`config.mk`:
```
export PLATFORM = sky130hd
export DESIGN_NAME = hams_top
export DESIGN_NICKNAME = d
export VERILOG_FILES = /design/src/pkg/hams_pkg.sv /design/src/hw/hams_top.sv /design/src/hw/hams_addr_cmp.sv
export SDC_FILE = /design/constraint.sdc
export NUM_CORES = 1
export LEC_CHECK = 0
export BUFFER_PORTS_ARGS = -buffer_cell sky130_fd_sc_hd__buf_4
export CAP_MARGIN = 20
export CORE_MARGIN = 3
export CORE_UTILIZATION = 50
export DETAILED_ROUTE_END_ITERATION = 8
export HOLD_SLACK_MARGIN = 0.02
export PLACE_DENSITY_LB_ADDON = 0.05
export SETUP_SLACK_MARGIN = 0.2
export SYNTH_ARGS = -nofsm -noshare
export SYNTH_HDL_FRONTEND = slang
export SYNTH_SLANG_ARGS = --single-unit
```
`constraint.sdc`:
```
create_clock -name i_core_clk -period 2.6 [get_ports i_core_clk]
set_input_delay 0.52 -clock i_core_clk [delete_from_list [all_inputs] [get_ports i_core_clk]]
set_output_delay 0.52 -clock i_core_clk [all_outputs]
set_load 0.05 [all_outputs]
```
`src/pkg/hams_pkg.sv`:
```
package hams_pkg;

    // ==========================================================
    // Register word indices (byte address is four times these)
    // ==========================================================
    localparam logic [5:0] IDX_TX_ADDR_FIRST = 6'h20;
    localparam logic [5:0] IDX_TX_ADDR_SECOND = 6'h21;
    localparam logic [5:0] IDX_RX_LEN_LOW = 6'h22;
    localparam logic [5:0] IDX_RX_LEN_HIGH = 6'h23;
    localparam logic [5:0] IDX_RX_HIGH_ONE = 6'h24;
    localparam logic [5:0] IDX_RX_HIGH_TWO = 6'h25;
    localparam logic [5:0] IDX_RX_STATUS = 6'h26;
    localparam logic [5:0] IDX_OP_CTRL = 6'h27;
    localparam logic [5:0] IDX_RX_LOW_ONE = 6'h28;
    localparam logic [5:0] IDX_RX_LOW_TWO = 6'h29;

    // ==========================================================
    // Field positions
    // ==========================================================
    localparam int OP_SEL_UPPER_BIT = 7;
    localparam int OP_SEL_LOWER_BIT = 6;
    localparam int ADDR_WIDTH_BIT = 5;
    localparam int CR_BIT = 1;
    localparam int POLARITY_BIT = 1;
    localparam int MODULO_BIT = 1;
    localparam int ST_VALID_BIT = 7;
    localparam int ST_OVERFLOW_BIT = 6;
    localparam int ST_CRC_BIT = 5;
    localparam int ST_ABORT_BIT = 4;
    localparam int ST_LOW_MATCH_BIT = 0;

    // ==========================================================
    // Reset values, codes and frame limits
    // ==========================================================
    localparam logic [7:0] RESET_BYTE = 8'h00;
    localparam logic [11:0] RESET_COUNT = 12'h000;
    localparam logic [11:0] MAX_COUNT = 12'hFFF;
    localparam logic [7:0] GROUP_ADDR_A = 8'hFE;
    localparam logic [7:0] GROUP_ADDR_B = 8'hFC;
    localparam logic [1:0] OP_AUTO = 2'h0;
    localparam logic [1:0] OP_NON_AUTO = 2'h1;
    localparam logic [1:0] OP_TRANSPARENT = 2'h2;
    localparam logic [1:0] OP_EXT_TRANSPARENT = 2'h3;
    localparam logic [1:0] HA_FIRST = 2'h2;
    localparam logic [1:0] HA_SECOND = 2'h0;
    localparam logic [1:0] HA_GROUP = 2'h1;
    localparam logic [1:0] HA_NONE = 2'h3;
    localparam logic [11:0] MIN_LEN_16BIT = 12'h004;
    localparam logic [11:0] MIN_LEN_8BIT = 12'h003;
    localparam logic [11:0] MIN_LEN_TRANSP1 = 12'h003;
    localparam logic [11:0] MIN_LEN_TRANSP0 = 12'h002;
    localparam logic [11:0] MIN_REPORT_LEN = 12'h002;

    // ==========================================================
    // Carriers
    // ==========================================================
    typedef struct packed {
        logic valid;
        logic [7:0] data;
    } hams_byte_t;

    typedef struct packed {
        logic done;
        logic crc_ok;
        logic aborted;
        logic overflow;
        logic partial;
    } hams_rx_end_t;

endpackage

```
`src/hw/hams_top.sv`:
```
// The Avalon-MM interface to the registers is this design's own decision.
module hams_top
    import hams_pkg::*;
(
    input wire logic i_core_clk,                 // Core clock.
    input wire logic i_rst_n,                    // Synchronous reset, low.
    input wire logic [7:0] i_avs_address,        // Byte address.
    input wire logic i_avs_read,                 // Read request.
    input wire logic i_avs_write,                // Write request.
    input wire logic [31:0] i_avs_writedata,     // Write data.
    input wire logic [3:0] i_avs_byteenable,     // Byte lanes.
    output logic [31:0] o_avs_readdata,          // Read data.
    output logic o_avs_waitrequest,              // Stall.
    input wire hams_pkg::hams_byte_t i_rx_byte,  // Received frame byte.
    input wire hams_pkg::hams_rx_end_t i_rx_end, // Frame end and flags.
    input wire logic [7:0] i_rx_shift_byte,      // Byte at receive shifter.
    input wire logic i_tx_start,                 // Auto frame start pulse.
    input wire logic i_tx_is_cmd,                // Frame is a command.
    input wire logic i_tx_ready,                 // Sink takes address byte.
    output hams_pkg::hams_byte_t o_tx_addr,      // Address byte out.
    output hams_pkg::hams_byte_t o_status_push,  // Status into queue.
    output logic o_frame_discard,                // Frame dropped pulse.
    output logic o_modulo_128                    // Extended control format.
);

    typedef enum logic [1:0] {TX_IDLE, TX_FIRST, TX_LAST} hams_tx_state_t;

    // ==========================================================
    // Declarations
    // ==========================================================
    logic wait_ff, discard_ff, mod128_ff, cmd_ff;
    logic [31:0] rdata_ff;
    logic [7:0] tx_addr_first_ff, tx_addr_second_ff, mode_ff;
    logic [7:0] rx_high_one_ff, rx_high_two_ff, rx_low_one_ff, rx_low_two_ff;
    logic [11:0] cnt_ff, len_ff;
    logic [7:0] byte0_ff, byte1_ff, pin_ff, status_ff;
    hams_byte_t push_ff, tx_ff, nxt_tx;
    hams_tx_state_t tx_state_ff, nxt_tx_state;

    logic req, ack, wr_en, tx_cr;
    logic [5:0] word_idx;
    logic [7:0] wr_byte, rd_byte, rx_low_one_view, low_byte, status_byte, tx_high;
    logic [1:0] op_sel, ha_code;
    logic is_auto, is_framed, is_transp, is_ext, two_byte, hi_active;
    logic high_hit, low_hit, low_match_flag, addr_ok;
    logic [11:0] min_len, cnt_inc;
    logic too_short, suppress, mismatch, report, frame_valid;

    function automatic logic wr_hit(input logic [5:0] idx, input logic [5:0] at,
                                    input logic en);
        wr_hit = en && (at == idx);
    endfunction

    // ==========================================================
    // Bus slave
    // ==========================================================
    // Every access takes one wait cycle so the read mux has a full
    // cycle and a write lands on the one edge the master completes on.
    assign req = i_avs_read | i_avs_write;
    assign ack = req & wait_ff;
    assign wr_en = i_avs_write & ~wait_ff & i_avs_byteenable[0];
    assign word_idx = i_avs_address[7:2];
    assign wr_byte = i_avs_writedata[7:0];

    always_ff @(posedge i_core_clk) begin
        if (!i_rst_n) begin
            wait_ff <= 1'b1;
            rdata_ff <= 32'h0000_0000;
        end else begin
            wait_ff <= ~ack;
            if (ack && i_avs_read) begin
                rdata_ff <= {24'h00_0000, rd_byte};
            end
        end
    end

    assign rx_low_one_view = is_ext ? pin_ff : (two_byte | mode_ff[ADDR_WIDTH_BIT])
                           ? byte1_ff : byte0_ff;

    assign rd_byte =
        (word_idx == IDX_RX_LOW_ONE) ? ((is_transp | is_ext) ? rx_low_one_view
                                                             : RESET_BYTE) :
        (word_idx == IDX_RX_LEN_LOW) ? len_ff[7:0] :
        (word_idx == IDX_RX_LEN_HIGH) ? {4'h0, len_ff[11:8]} :
        (word_idx == IDX_RX_STATUS) ? status_ff :
        (word_idx == IDX_OP_CTRL) ? mode_ff : RESET_BYTE;

    always_ff @(posedge i_core_clk) begin
        if (!i_rst_n) begin
            tx_addr_first_ff <= RESET_BYTE;
            tx_addr_second_ff <= RESET_BYTE;
            rx_high_one_ff <= RESET_BYTE;
            rx_high_two_ff <= RESET_BYTE;
            rx_low_one_ff <= RESET_BYTE;
            rx_low_two_ff <= RESET_BYTE;
            mode_ff <= RESET_BYTE;
        end else begin
            if (wr_hit(IDX_TX_ADDR_FIRST, word_idx, wr_en)) begin
                tx_addr_first_ff <= wr_byte;
            end
            if (wr_hit(IDX_TX_ADDR_SECOND, word_idx, wr_en)) begin
                tx_addr_second_ff <= wr_byte;
            end
            if (wr_hit(IDX_RX_HIGH_ONE, word_idx, wr_en)) begin
                rx_high_one_ff <= wr_byte;
            end
            if (wr_hit(IDX_RX_HIGH_TWO, word_idx, wr_en)) begin
                rx_high_two_ff <= wr_byte;
            end
            if (wr_hit(IDX_RX_LOW_ONE, word_idx, wr_en)) begin
                rx_low_one_ff <= wr_byte;
            end
            if (wr_hit(IDX_RX_LOW_TWO, word_idx, wr_en)) begin
                rx_low_two_ff <= wr_byte;
            end
            if (wr_hit(IDX_OP_CTRL, word_idx, wr_en)) begin
                mode_ff <= wr_byte;
            end
        end
    end

    // ==========================================================
    // Mode decode
    // ==========================================================
    assign op_sel = {mode_ff[OP_SEL_UPPER_BIT], mode_ff[OP_SEL_LOWER_BIT]};
    assign is_auto = op_sel == OP_AUTO;
    assign is_framed = is_auto | (op_sel == OP_NON_AUTO);
    assign is_transp = op_sel == OP_TRANSPARENT;
    assign is_ext = op_sel == OP_EXT_TRANSPARENT;
    assign two_byte = is_framed & mode_ff[ADDR_WIDTH_BIT];
    assign hi_active = two_byte | (is_transp & mode_ff[ADDR_WIDTH_BIT]);

    // ==========================================================
    // Receive frame tracking and status
    // ==========================================================
    assign cnt_inc = (cnt_ff == MAX_COUNT) ? MAX_COUNT : cnt_ff + 12'h001;
    assign low_byte = two_byte ? byte1_ff : byte0_ff;

    hams_addr_cmp u_cmp (
        .i_high(byte0_ff),
        .i_low(low_byte),
        .i_high_one(rx_high_one_ff),
        .i_high_two(rx_high_two_ff),
        .i_low_one(rx_low_one_ff),
        .i_low_two(rx_low_two_ff),
        .o_ha_code(ha_code),
        .o_high_hit(high_hit),
        .o_low_hit(low_hit),
        .o_low_match_flag(low_match_flag)
    );

    assign min_len = two_byte ? MIN_LEN_16BIT :
                     is_framed ? MIN_LEN_8BIT :
                     hi_active ? MIN_LEN_TRANSP1 : MIN_LEN_TRANSP0;
    assign too_short = cnt_ff < min_len;
    assign suppress = cnt_ff < MIN_REPORT_LEN;
    assign frame_valid = ~i_rx_end.partial & ~too_short;
    assign addr_ok = (~hi_active | high_hit) & (~is_framed | low_hit);
    // Short frames carry no full address, so from MIN_REPORT_LEN bytes on they are reported, not dropped.
    assign mismatch = ~too_short & ~addr_ok;
    assign report = i_rx_end.done & ~suppress & ~mismatch;

    assign status_byte = {frame_valid,
                          i_rx_end.overflow,
                          i_rx_end.crc_ok,
                          i_rx_end.aborted,
                          hi_active ? ha_code : HA_SECOND,
                          two_byte & byte0_ff[CR_BIT],
                          is_framed & low_match_flag};

    always_ff @(posedge i_core_clk) begin
        if (!i_rst_n) begin
            cnt_ff <= RESET_COUNT;
            byte0_ff <= RESET_BYTE;
            byte1_ff <= RESET_BYTE;
        end else if (i_rx_end.done) begin
            cnt_ff <= RESET_COUNT;
        end else if (i_rx_byte.valid) begin
            cnt_ff <= cnt_inc;
            if (cnt_ff == RESET_COUNT) begin
                byte0_ff <= i_rx_byte.data;
            end
            if (cnt_ff == 12'h001) begin
                byte1_ff <= i_rx_byte.data;
            end
        end
    end

    always_ff @(posedge i_core_clk) begin
        if (!i_rst_n) begin
            len_ff <= RESET_COUNT;
            status_ff <= RESET_BYTE;
            push_ff <= '0;
            discard_ff <= 1'b0;
            pin_ff <= RESET_BYTE;
            mod128_ff <= 1'b0;
        end else begin
            push_ff.valid <= report;
            discard_ff <= i_rx_end.done & ~report;
            pin_ff <= i_rx_shift_byte;
            mod128_ff <= is_auto & rx_high_two_ff[MODULO_BIT];
            if (report) begin
                len_ff <= cnt_ff;
                status_ff <= status_byte;
                push_ff.data <= status_byte;
            end
        end
    end

    // ==========================================================
    // Transmit address insertion
    // ==========================================================
    // Polarity one sends commands with C/R one; polarity zero inverts.
    assign tx_cr = ~(cmd_ff ^ rx_high_one_ff[POLARITY_BIT]);
    // The start cycle has no registered frame type yet, so the first byte
    // takes its C/R bit straight from the request.
    assign tx_high = {tx_addr_first_ff[7:2], ~(i_tx_is_cmd ^ rx_high_one_ff[POLARITY_BIT]),
                      tx_addr_first_ff[0]};

    always_comb begin
        nxt_tx_state = tx_state_ff;
        nxt_tx = tx_ff;
        case (tx_state_ff)
            TX_IDLE: begin
                if (i_tx_start && is_auto) begin
                    nxt_tx_state = TX_FIRST;
                    nxt_tx.valid = 1'b1;
                    nxt_tx.data = two_byte ? tx_high :
                                  i_tx_is_cmd ? tx_addr_first_ff :
                                  tx_addr_second_ff;
                end
            end
            TX_FIRST: begin
                if (i_tx_ready && two_byte) begin
                    nxt_tx_state = TX_LAST;
                    nxt_tx.data = tx_addr_second_ff;
                end else if (i_tx_ready) begin
                    nxt_tx_state = TX_IDLE;
                    nxt_tx.valid = 1'b0;
                end
            end
            TX_LAST: begin
                if (i_tx_ready) begin
                    nxt_tx_state = TX_IDLE;
                    nxt_tx.valid = 1'b0;
                end
            end
            default: begin
                nxt_tx_state = TX_IDLE;
                nxt_tx.valid = 1'b0;
            end
        endcase
    end

    always_ff @(posedge i_core_clk) begin
        if (!i_rst_n) begin
            tx_state_ff <= TX_IDLE;
            tx_ff <= '0;
            cmd_ff <= 1'b0;
        end else begin
            tx_state_ff <= nxt_tx_state;
            tx_ff <= nxt_tx;
            if (tx_state_ff == TX_IDLE && i_tx_start) begin
                cmd_ff <= i_tx_is_cmd;
            end
        end
    end

    assign o_avs_readdata = rdata_ff;
    assign o_avs_waitrequest = wait_ff;
    assign o_tx_addr = tx_ff;
    assign o_status_push = push_ff;
    assign o_frame_discard = discard_ff;
    assign o_modulo_128 = mod128_ff;
endmodule

```
`src/hw/hams_addr_cmp.sv`:
```
module hams_addr_cmp
    import hams_pkg::*;
(
    input wire logic [7:0] i_high,     // Received high address byte.
    input wire logic [7:0] i_low,      // Received low or single byte.
    input wire logic [7:0] i_high_one, // First high match value.
    input wire logic [7:0] i_high_two, // Second high match value.
    input wire logic [7:0] i_low_one,  // First low match value.
    input wire logic [7:0] i_low_two,  // Second low match value.
    output logic [1:0] o_ha_code,      // High match code.
    output logic o_high_hit,           // Any high match.
    output logic o_low_hit,            // Any low match.
    output logic o_low_match_flag      // First low register matched.
);

    // ==========================================================
    // Comparators
    // ==========================================================
    // Bits 1 and 0 of the high byte carry C/R and extension, so
    // they take no part in the comparison.
    logic hit_one;
    logic hit_two;
    logic hit_group;
    logic lo_one;
    logic lo_two;

    assign hit_one = i_high[7:2] == i_high_one[7:2];
    assign hit_two = i_high[7:2] == i_high_two[7:2];
    assign hit_group = (i_high[7:2] == GROUP_ADDR_A[7:2])
                     | (i_high[7:2] == GROUP_ADDR_B[7:2]);
    assign lo_one = i_low == i_low_one;
    assign lo_two = i_low == i_low_two;

    // First register wins, so equal registers never give the second code.
    assign o_ha_code = hit_one ? HA_FIRST :
                       hit_two ? HA_SECOND :
                       hit_group ? HA_GROUP : HA_NONE;
    assign o_high_hit = hit_one | hit_two | hit_group;
    assign o_low_hit = lo_one | lo_two;
    assign o_low_match_flag = lo_one;

endmodule

```
==> out/qor.yml, run 1 <==
wire_per_inst_um: 17.4
ir_worst_vdd_v: 0.000558
coreArea_mm2: 0.0128
worst_slew_margin_rel: 0.613
worstHoldPathType: "in -> reg"
cts_tree: "yes"
insertion_delay_ns: 0.42
grt_pass1_wl_mm: 26.0
rsz0062_at_grt: "false"
rows: 41
timing.final.hold_violations: 0
ys_warn_count: 0
utilization: 0.629
synth_top_cell_by_area: "dfxtp_1"
instances_no_fill: 969
synthToLayoutAreaGrowth_pct: 21.7
htree_num_levels: 4
post-route-period-util: 0.880
critPathMaxStageDelay_ns: 0.32
drt_iter0_drc: 360
crit_arrival_ns: 2.63
track_usage: 0.232
drt-total-wl_mm: 16.8
grt_pass1_vias: 4915
fin_area_mm2: 0.00804
fmax_mhz: 437
powerDensity_mw_per_mm2: 640
cp_slowest_cell: "dfxtp_2"
ant_nets: 0
synth_area_leaders: "dfxtp_1 40%, mux2i_1 18%, nor2b_1 7.0%, nand2_1 3.7%, xor2_1 3.2%"
overflow: 0
cp-start-kind: "flip-flop"
die_h_um: 121
ys_seq_area_frac: 0.403
synth_top_area_frac: 0.403
dr.pass1.iters: 4
fin_crit_ns: 2.29
synth_most_common_cell: "dfxtp_1"
clock-root-buffer: "clkbuf_16"
synth_cells: 707
slew_violations: 0
avgSynthCellArea_um2: 9.35
crit_path_max_fanout: 8
die_area_mm2: 0.0146
initial_core_util: 0.517
clkSlewWorstSetupHoldPaths_ns: 0.06
async_reset_ff_frac: 0
fin_nets: 866
finalPower_mw: 5.15
synthesis.area_mm2: 0.00661
ys_dominant_reg_cell: "dfxtp_1"
fin_tns_setup_ns: 0
num_antenna_cells: 0
clock-sinks: 133
die_w_um: 121
worstSetupPathType: "reg -> reg"
p_leak_nw: 3.59
drive_gt1_frac: 0.189
setup_viol: 0
status: "finished clean"
drc: 0
synth_seq_cells: 133
dp_hpwl_mm: 11.6
grt_max_degree: 92
cp_common_cell: "mux2i_1"
crit_path_cell_trace: "nand2b_4, buf_4, mux2i_1, xor2_1, o211ai_1, o211a_1, nor2_4, clkbuf_16, mux2i_1"
cts_buffer_depth: 2
synth_edf_count: 0
via_per_inst: 5.36
ys_types: 54
place_area_mm2: 0.00728
num_vias: 5197
place_inst: 930
max_cap_violations: 0
synth_common_cells: "133 x dfxtp_1, 117 x mux2i_1, 74 x nor2b_1, 66 x nand2_1, 31 x nor2_1"
finalClockSkew_ns: 0.00942
critPathRequiredTime_ns: 2.95
io_pins: 126
gp_congestion: 0.886
cts_made_buffers: 17
endpoint_kind: "flip-flop"
antenna_found_initial: 0
tightest_slew_ns: 0.581
io_buffer_count: 72
[routing by layer]
layer / part of all wire / routed length (µm) / GRT usage / up-vias
met4: 0.017 / 279 / 0.0793 / 0
li1: - / - / - / 2535
met5: 0 / 0 / 0 / -
met2: 0.47 / 7880 / 0.361 / 154
met3: 0.051 / 860 / 0.0531 / 23
met1: 0.46 / 7820 / 0.317 / 2485
[placed cells by master, fill, tap and decap left out, types with 4 or more instances in the layout]
cell type	instances
dfxtp_1	127
mux2i_1	117
buf_4	92
nor2b_1	74
nand2_1	66
nor2_1	30
a21oi_1	28
xor2_1	24
conb_1	24
clkbuf_16	19
o211a_1	17
inv_1	14
xnor2_1	12
nand3_1	11
nor3_1	9
and2_1	9
nand2b_1	8
ha_1	8
o211ai_1	7
nor3b_1	6
o21ai_0	6
o221ai_1	6
dfxtp_2	6
clkinv_2	6
and3_1	5
nand4_1	5
or3_1	4
o22ai_1	4
[cells by family after synthesis]
family,Yosys count,synth area share
flops,133,0.403
xor+xnor,36,0.0477
fa+ha+maj,9,0.0170
other cells,1,0.000568
buf+inv,79,0.0621
simple gates,240,0.191
mux,117,0.177
compound gates,92,0.102
[final cells by class]
class / count / area (µm²)
clock buffer: 22 / 474
clock inverter: 10 / 128
fill: 1082 / 4730
inverter: 15 / 58.8
multi-input combinational: 518 / 3680
sequential: 133 / 2670
tap: 172 / 215
timing repair buffer: 99 / 818
[sequential cells by signal, indices dropped and copies added, names as in the netlist]
name	count
o_frame_discard	1
pin_ff	8
o_modulo_128	1
cnt_ff	12
mode_ff	8
rx_high_one_ff	7
byte1_ff	8
rx_low_two_ff	8
tx_addr_first_ff	8
o_avs_waitrequest	1
o_status_push	9
len_ff	12
o_avs_readdata	8
o_tx_addr	9
rx_high_two_ff	7
tx_state_ff	2
byte0_ff	8
tx_addr_second_ff	8
rx_low_one_ff	8
[critical path: cells and delay by family, from the launching register on]
family          cells  cell delay (ns)
simple gates        2             0.40
mux                 2             0.41
buf+inv             2             0.40
xor+xnor            1             0.19
flops               1             0.32
compound gates      2             0.49
[report_power, final]
part,switching [mW],total (mW),leakage [nW],internal (mW)
clock,0.852,2.42,0.299,1.57
sequential,0.0415,2.13,1.08,2.09
combinational,0.382,0.594,2.21,0.212
total,1.28,5.15,3.59,3.87
[through the flow]
step           setup WS (ns)  hold WS (ns)
2_1_floorplan          0.207         0.434
3_3_place_gp           0.357         0.413
3_5_place_dp           0.287         0.421
4_1_cts                0.266         0.287
5_1_grt                0.177         0.295
6_report               0.311         0.304
[what timing repair did]
action / in CTS / in global routing
hold buffers: 0 / 0
endpoints found under the hold margin: 0 / 0
endpoints found under the setup margin: 0 / 21
gates resized for setup: 0 / 20
buffers inserted: 0 / 4
[final timing paths]
| kind | start | end | slack (ns) | cells after the start |
|---|---|---|---|---|
| min reg2reg | o_avs_waitrequest | o_avs_waitrequest | 0.43 | 1 |
| min | i_avs_read | o_avs_waitrequest | 0.30 | 2 |
| max reg2reg | mode_ff[7] | o_status_push[2] | 0.31 | 9 |
| max | mode_ff[7] | o_status_push[2] | 0.31 | 9 |
(Power assumes the default switching activity.)
==> run 2, diff against run 1 <==
CORE_UTILIZATION = 58   (was 50)
CTS_BUF_LIST = sky130_fd_sc_hd__clkbuf_4 sky130_fd_sc_hd__clkbuf_8   (was not set)
clock period = 2.5 ns   (was 2.6 ns; I/O delays follow)
==> run 2 against run 1 <==
  * Clock-buffer cell count decreased by 3
  * Wire length shrank 4.8%
  * Global-route usage rose by 2.5 points
  * Largest cell class unchanged
  * Clock power fell by 22%
  * First-iteration DRC count is 6.1% lower
  * Clock skew up 0.0051 ns
  * Cell count decreased by 3.8%
  * Worst hold slack got worse by 0.054 ns
  * Largest power group is now registers
  * Non-clock buffer count decreased by 4
  * Sequential power grew 4%
  * Sequential cell count unchanged
==> out/qor.yml, run 2 (synthesis gave the netlist of run 1 again) <==
track_usage: 0.257  # +0.0255
die_h_um: 113  # -6.8%
critPathRequiredTime_ns: 2.89  # -0.06 ns
cts_made_buffers: 17  # unchanged
fin_nets: 862  # -0.46%
drt-total-wl_mm: 16.0  # -4.8%
final_common_cell: "dfxtp_1"
antenna_found_initial: 0  # unchanged
num_antenna_cells: 0  # unchanged
rsz0062_at_grt: "true"
coreArea_mm2: 0.0110  # -14%
num_vias: 5203  # +0.12%
power.share.switching: 0.273  # +0.0256
p_leak_nw: 3.45  # -4.0%
drive_gt1_frac: 0.182  # -0.00764
fin_tns_setup_ns: 0  # unchanged
worstHoldPathType: "in -> reg"
seq_area_mm2: 0.00267  # about the same
io_buffer_count: 72  # unchanged
dr.pass1.iters: 4  # unchanged
clkSlewWorstSetupHoldPaths_ns: 0.08  # +0.02 ns
clock-root-buffer: "clkbuf_8"
fmax_mhz: 441  # +1.1%
cts_buffer_depth: 2  # unchanged
postCtsHoldBufs: 0  # unchanged
htree_num_levels: 4  # unchanged
multi_input_area_mm2: 0.00365  # -0.65%
post-route-period-util: 0.906  # +0.0256
clock-sinks: 133  # unchanged
overflow: 0  # unchanged
drc: 0  # unchanged
grt_pass1_vias: 5262  # +7.1%
ir_worst_vdd_v: 0.000450  # -19%
rows: 38  # -7.3%
p_clk_frac: 0.401  # -0.070
timing.final.hold_violations: 0  # unchanged
die_area_mm2: 0.0127  # -13%
critPathMaxStageDelay_ns: 0.54  # +0.22 ns
powerDensity_mw_per_mm2: 610  # -4.7%
die_w_um: 113  # -6.8%
finalClockSkew_ns: 0.0145  # +0.00506 ns
max_cap_violations: 0  # unchanged
crit_path_max_fanout: 6  # -2
synthToLayoutAreaGrowth_pct: 16.5
slew_violations: 0  # unchanged
worstSetupPathType: "reg -> reg"
grt_pass1_wl_mm: 26.1  # +0.18%
ant_nets: 0  # unchanged
top_regs: "cnt_ff x12, len_ff x12"
via_per_inst: 5.58  # +4.1%
crit_arrival_ns: 2.65  # +0.02 ns
finalPower_mw: 4.69  # -8.8%
fin_crit_ns: 2.27  # -0.0241 ns
cts_setup_buffers: 0  # unchanged
min_from: "i_avs_read"
power_frac_seq: 0.471  # +0.057
cp_slowest_cell: "or4_1"
p_int_mw: 3.41  # -12%
instances_no_fill: 932  # -3.8%
setup_viol: 0  # unchanged
crit_path_start: "mode_ff[5]"
p_switching_mw: 1.28  # +0.61%
dp_hpwl_mm: 11.6  # -0.48%
p_comb_frac: 0.128  # +0.013
status: "finished clean"
tightest_slew_ns: 0.566  # -0.0152 ns
initial_core_util: 0.602  # +0.0843
final_cell_mix: "128 x dfxtp_1, 117 x mux2i_1, 94 x buf_4"
wire_per_inst_um: 17.2  # -1.0%
worst_slew_margin_rel: 0.622  # +0.00922
r2r_start: "mode_ff[5]"
io_pins: 126  # unchanged
endpoint_kind: "flip-flop"
grt_max_degree: 45  # -51%
cts_tree: "yes"
crit_path_cell_trace: "nand2b_4, inv_2, ha_4, o31ai_1, o21bai_1, a211oi_2, nor3b_2, or2_1, or4_1, a21boi_2"
drt_iter0_drc: 338  # -6.1%
place_inst: 901  # -3.1%
fillers: 891  # -18%
insertion_delay_ns: 0.46  # +0.04 ns
cp-start-kind: "flip-flop"
gp_congestion: 0.863  # -2.6%
## run 2: cell types whose count changed in the layout (fill, tap and decap cells not counted), moves of 2 or more
cell,change
dfxtp_2,-2
clkbuf_8,+16
clkinv_4,+2
clkbuf_1,-2
a21boi_1,-2
clkbuf_16,-19
clkinv_2,-4
buf_6,-2
clkinvlp_4,+4
buf_4,+2
## run 2: cell type report
cell class,count,area share
multi-input cells,518,0.474
flip-flops and latches,133,0.347
repair buffers,95,0.0943
clock buffers,19,0.0340
well taps,140,0.0228
clock inverters,12,0.0202
inverters,15,0.00731
## run 2: final timing paths
check | endpoint | slack (ns) | cells past startpoint
setup / recovery | o_status_push[0] | 0.23 | 10
hold / removal | o_avs_waitrequest | 0.25 | 2
hold reg to reg | o_avs_waitrequest | 0.45 | 1
setup reg to reg | o_status_push[0] | 0.23 | 10
## run 2: repair_timing
item	in CTS	in global routing
gates resized for setup	2	4
endpoints found under the setup margin	3	24
pin swaps	0	1
## run 2: worst max-delay path: cells and delay by family, from the launching register on
kind / cells / cell delay, ns
AOI/OAI and AO/OA: 4 / 0.60
buffers and inverters: 1 / 0.07
DFF: 1 / 0.39
and+or+nand+nor: 4 / 0.94
adders and majority gates: 1 / 0.19
## run 2: power groups by stage
| stage | clock (mW) | combinational (mW) | sequential (mW) |
|---|---|---|---|
| 6_report | 1.88 | 0.602 | 2.21 |
| 5_1_grt | 1.98 | 0.643 | 2.21 |
| 4_1_cts | 1.90 | 0.601 | 2.21 |
| 3_5_place_dp | 0 | 0.598 | 2.26 |
| 3_3_place_gp | 0 | 0.587 | 2.25 |
| 2_1_floorplan | 0 | 0.346 | 2.34 |
## run 2: metal layers
layer | track usage | part of all wire | vias up | wire [µm]
met5 | 0 | 0 | - | 0
met4 | 0.0921 | 0.021 | 0 | 341
met3 | 0.0663 | 0.060 | 36 | 957
met2 | 0.413 | 0.47 | 167 | 7510
met1 | 0.336 | 0.45 | 2475 | 7220
li1 | - | - | 2525 | -
## run 2: per-stage QoR
step | utilization | hold slack (ns) | setup WS [ns] | instance area [µm²]
2_1_floorplan | - | 0.434 | 0.202 | 6730
3_3_place_gp | 0.662 | 0.415 | 0.216 | 7270
3_5_place_dp | 0.662 | 0.438 | 0.161 | 7270
4_1_cts | 0.700 | 0.239 | 0.240 | 7690
5_1_grt | 0.701 | 0.241 | 0.138 | 7700
6_report | 0.701 | 0.250 | 0.235 | 7700
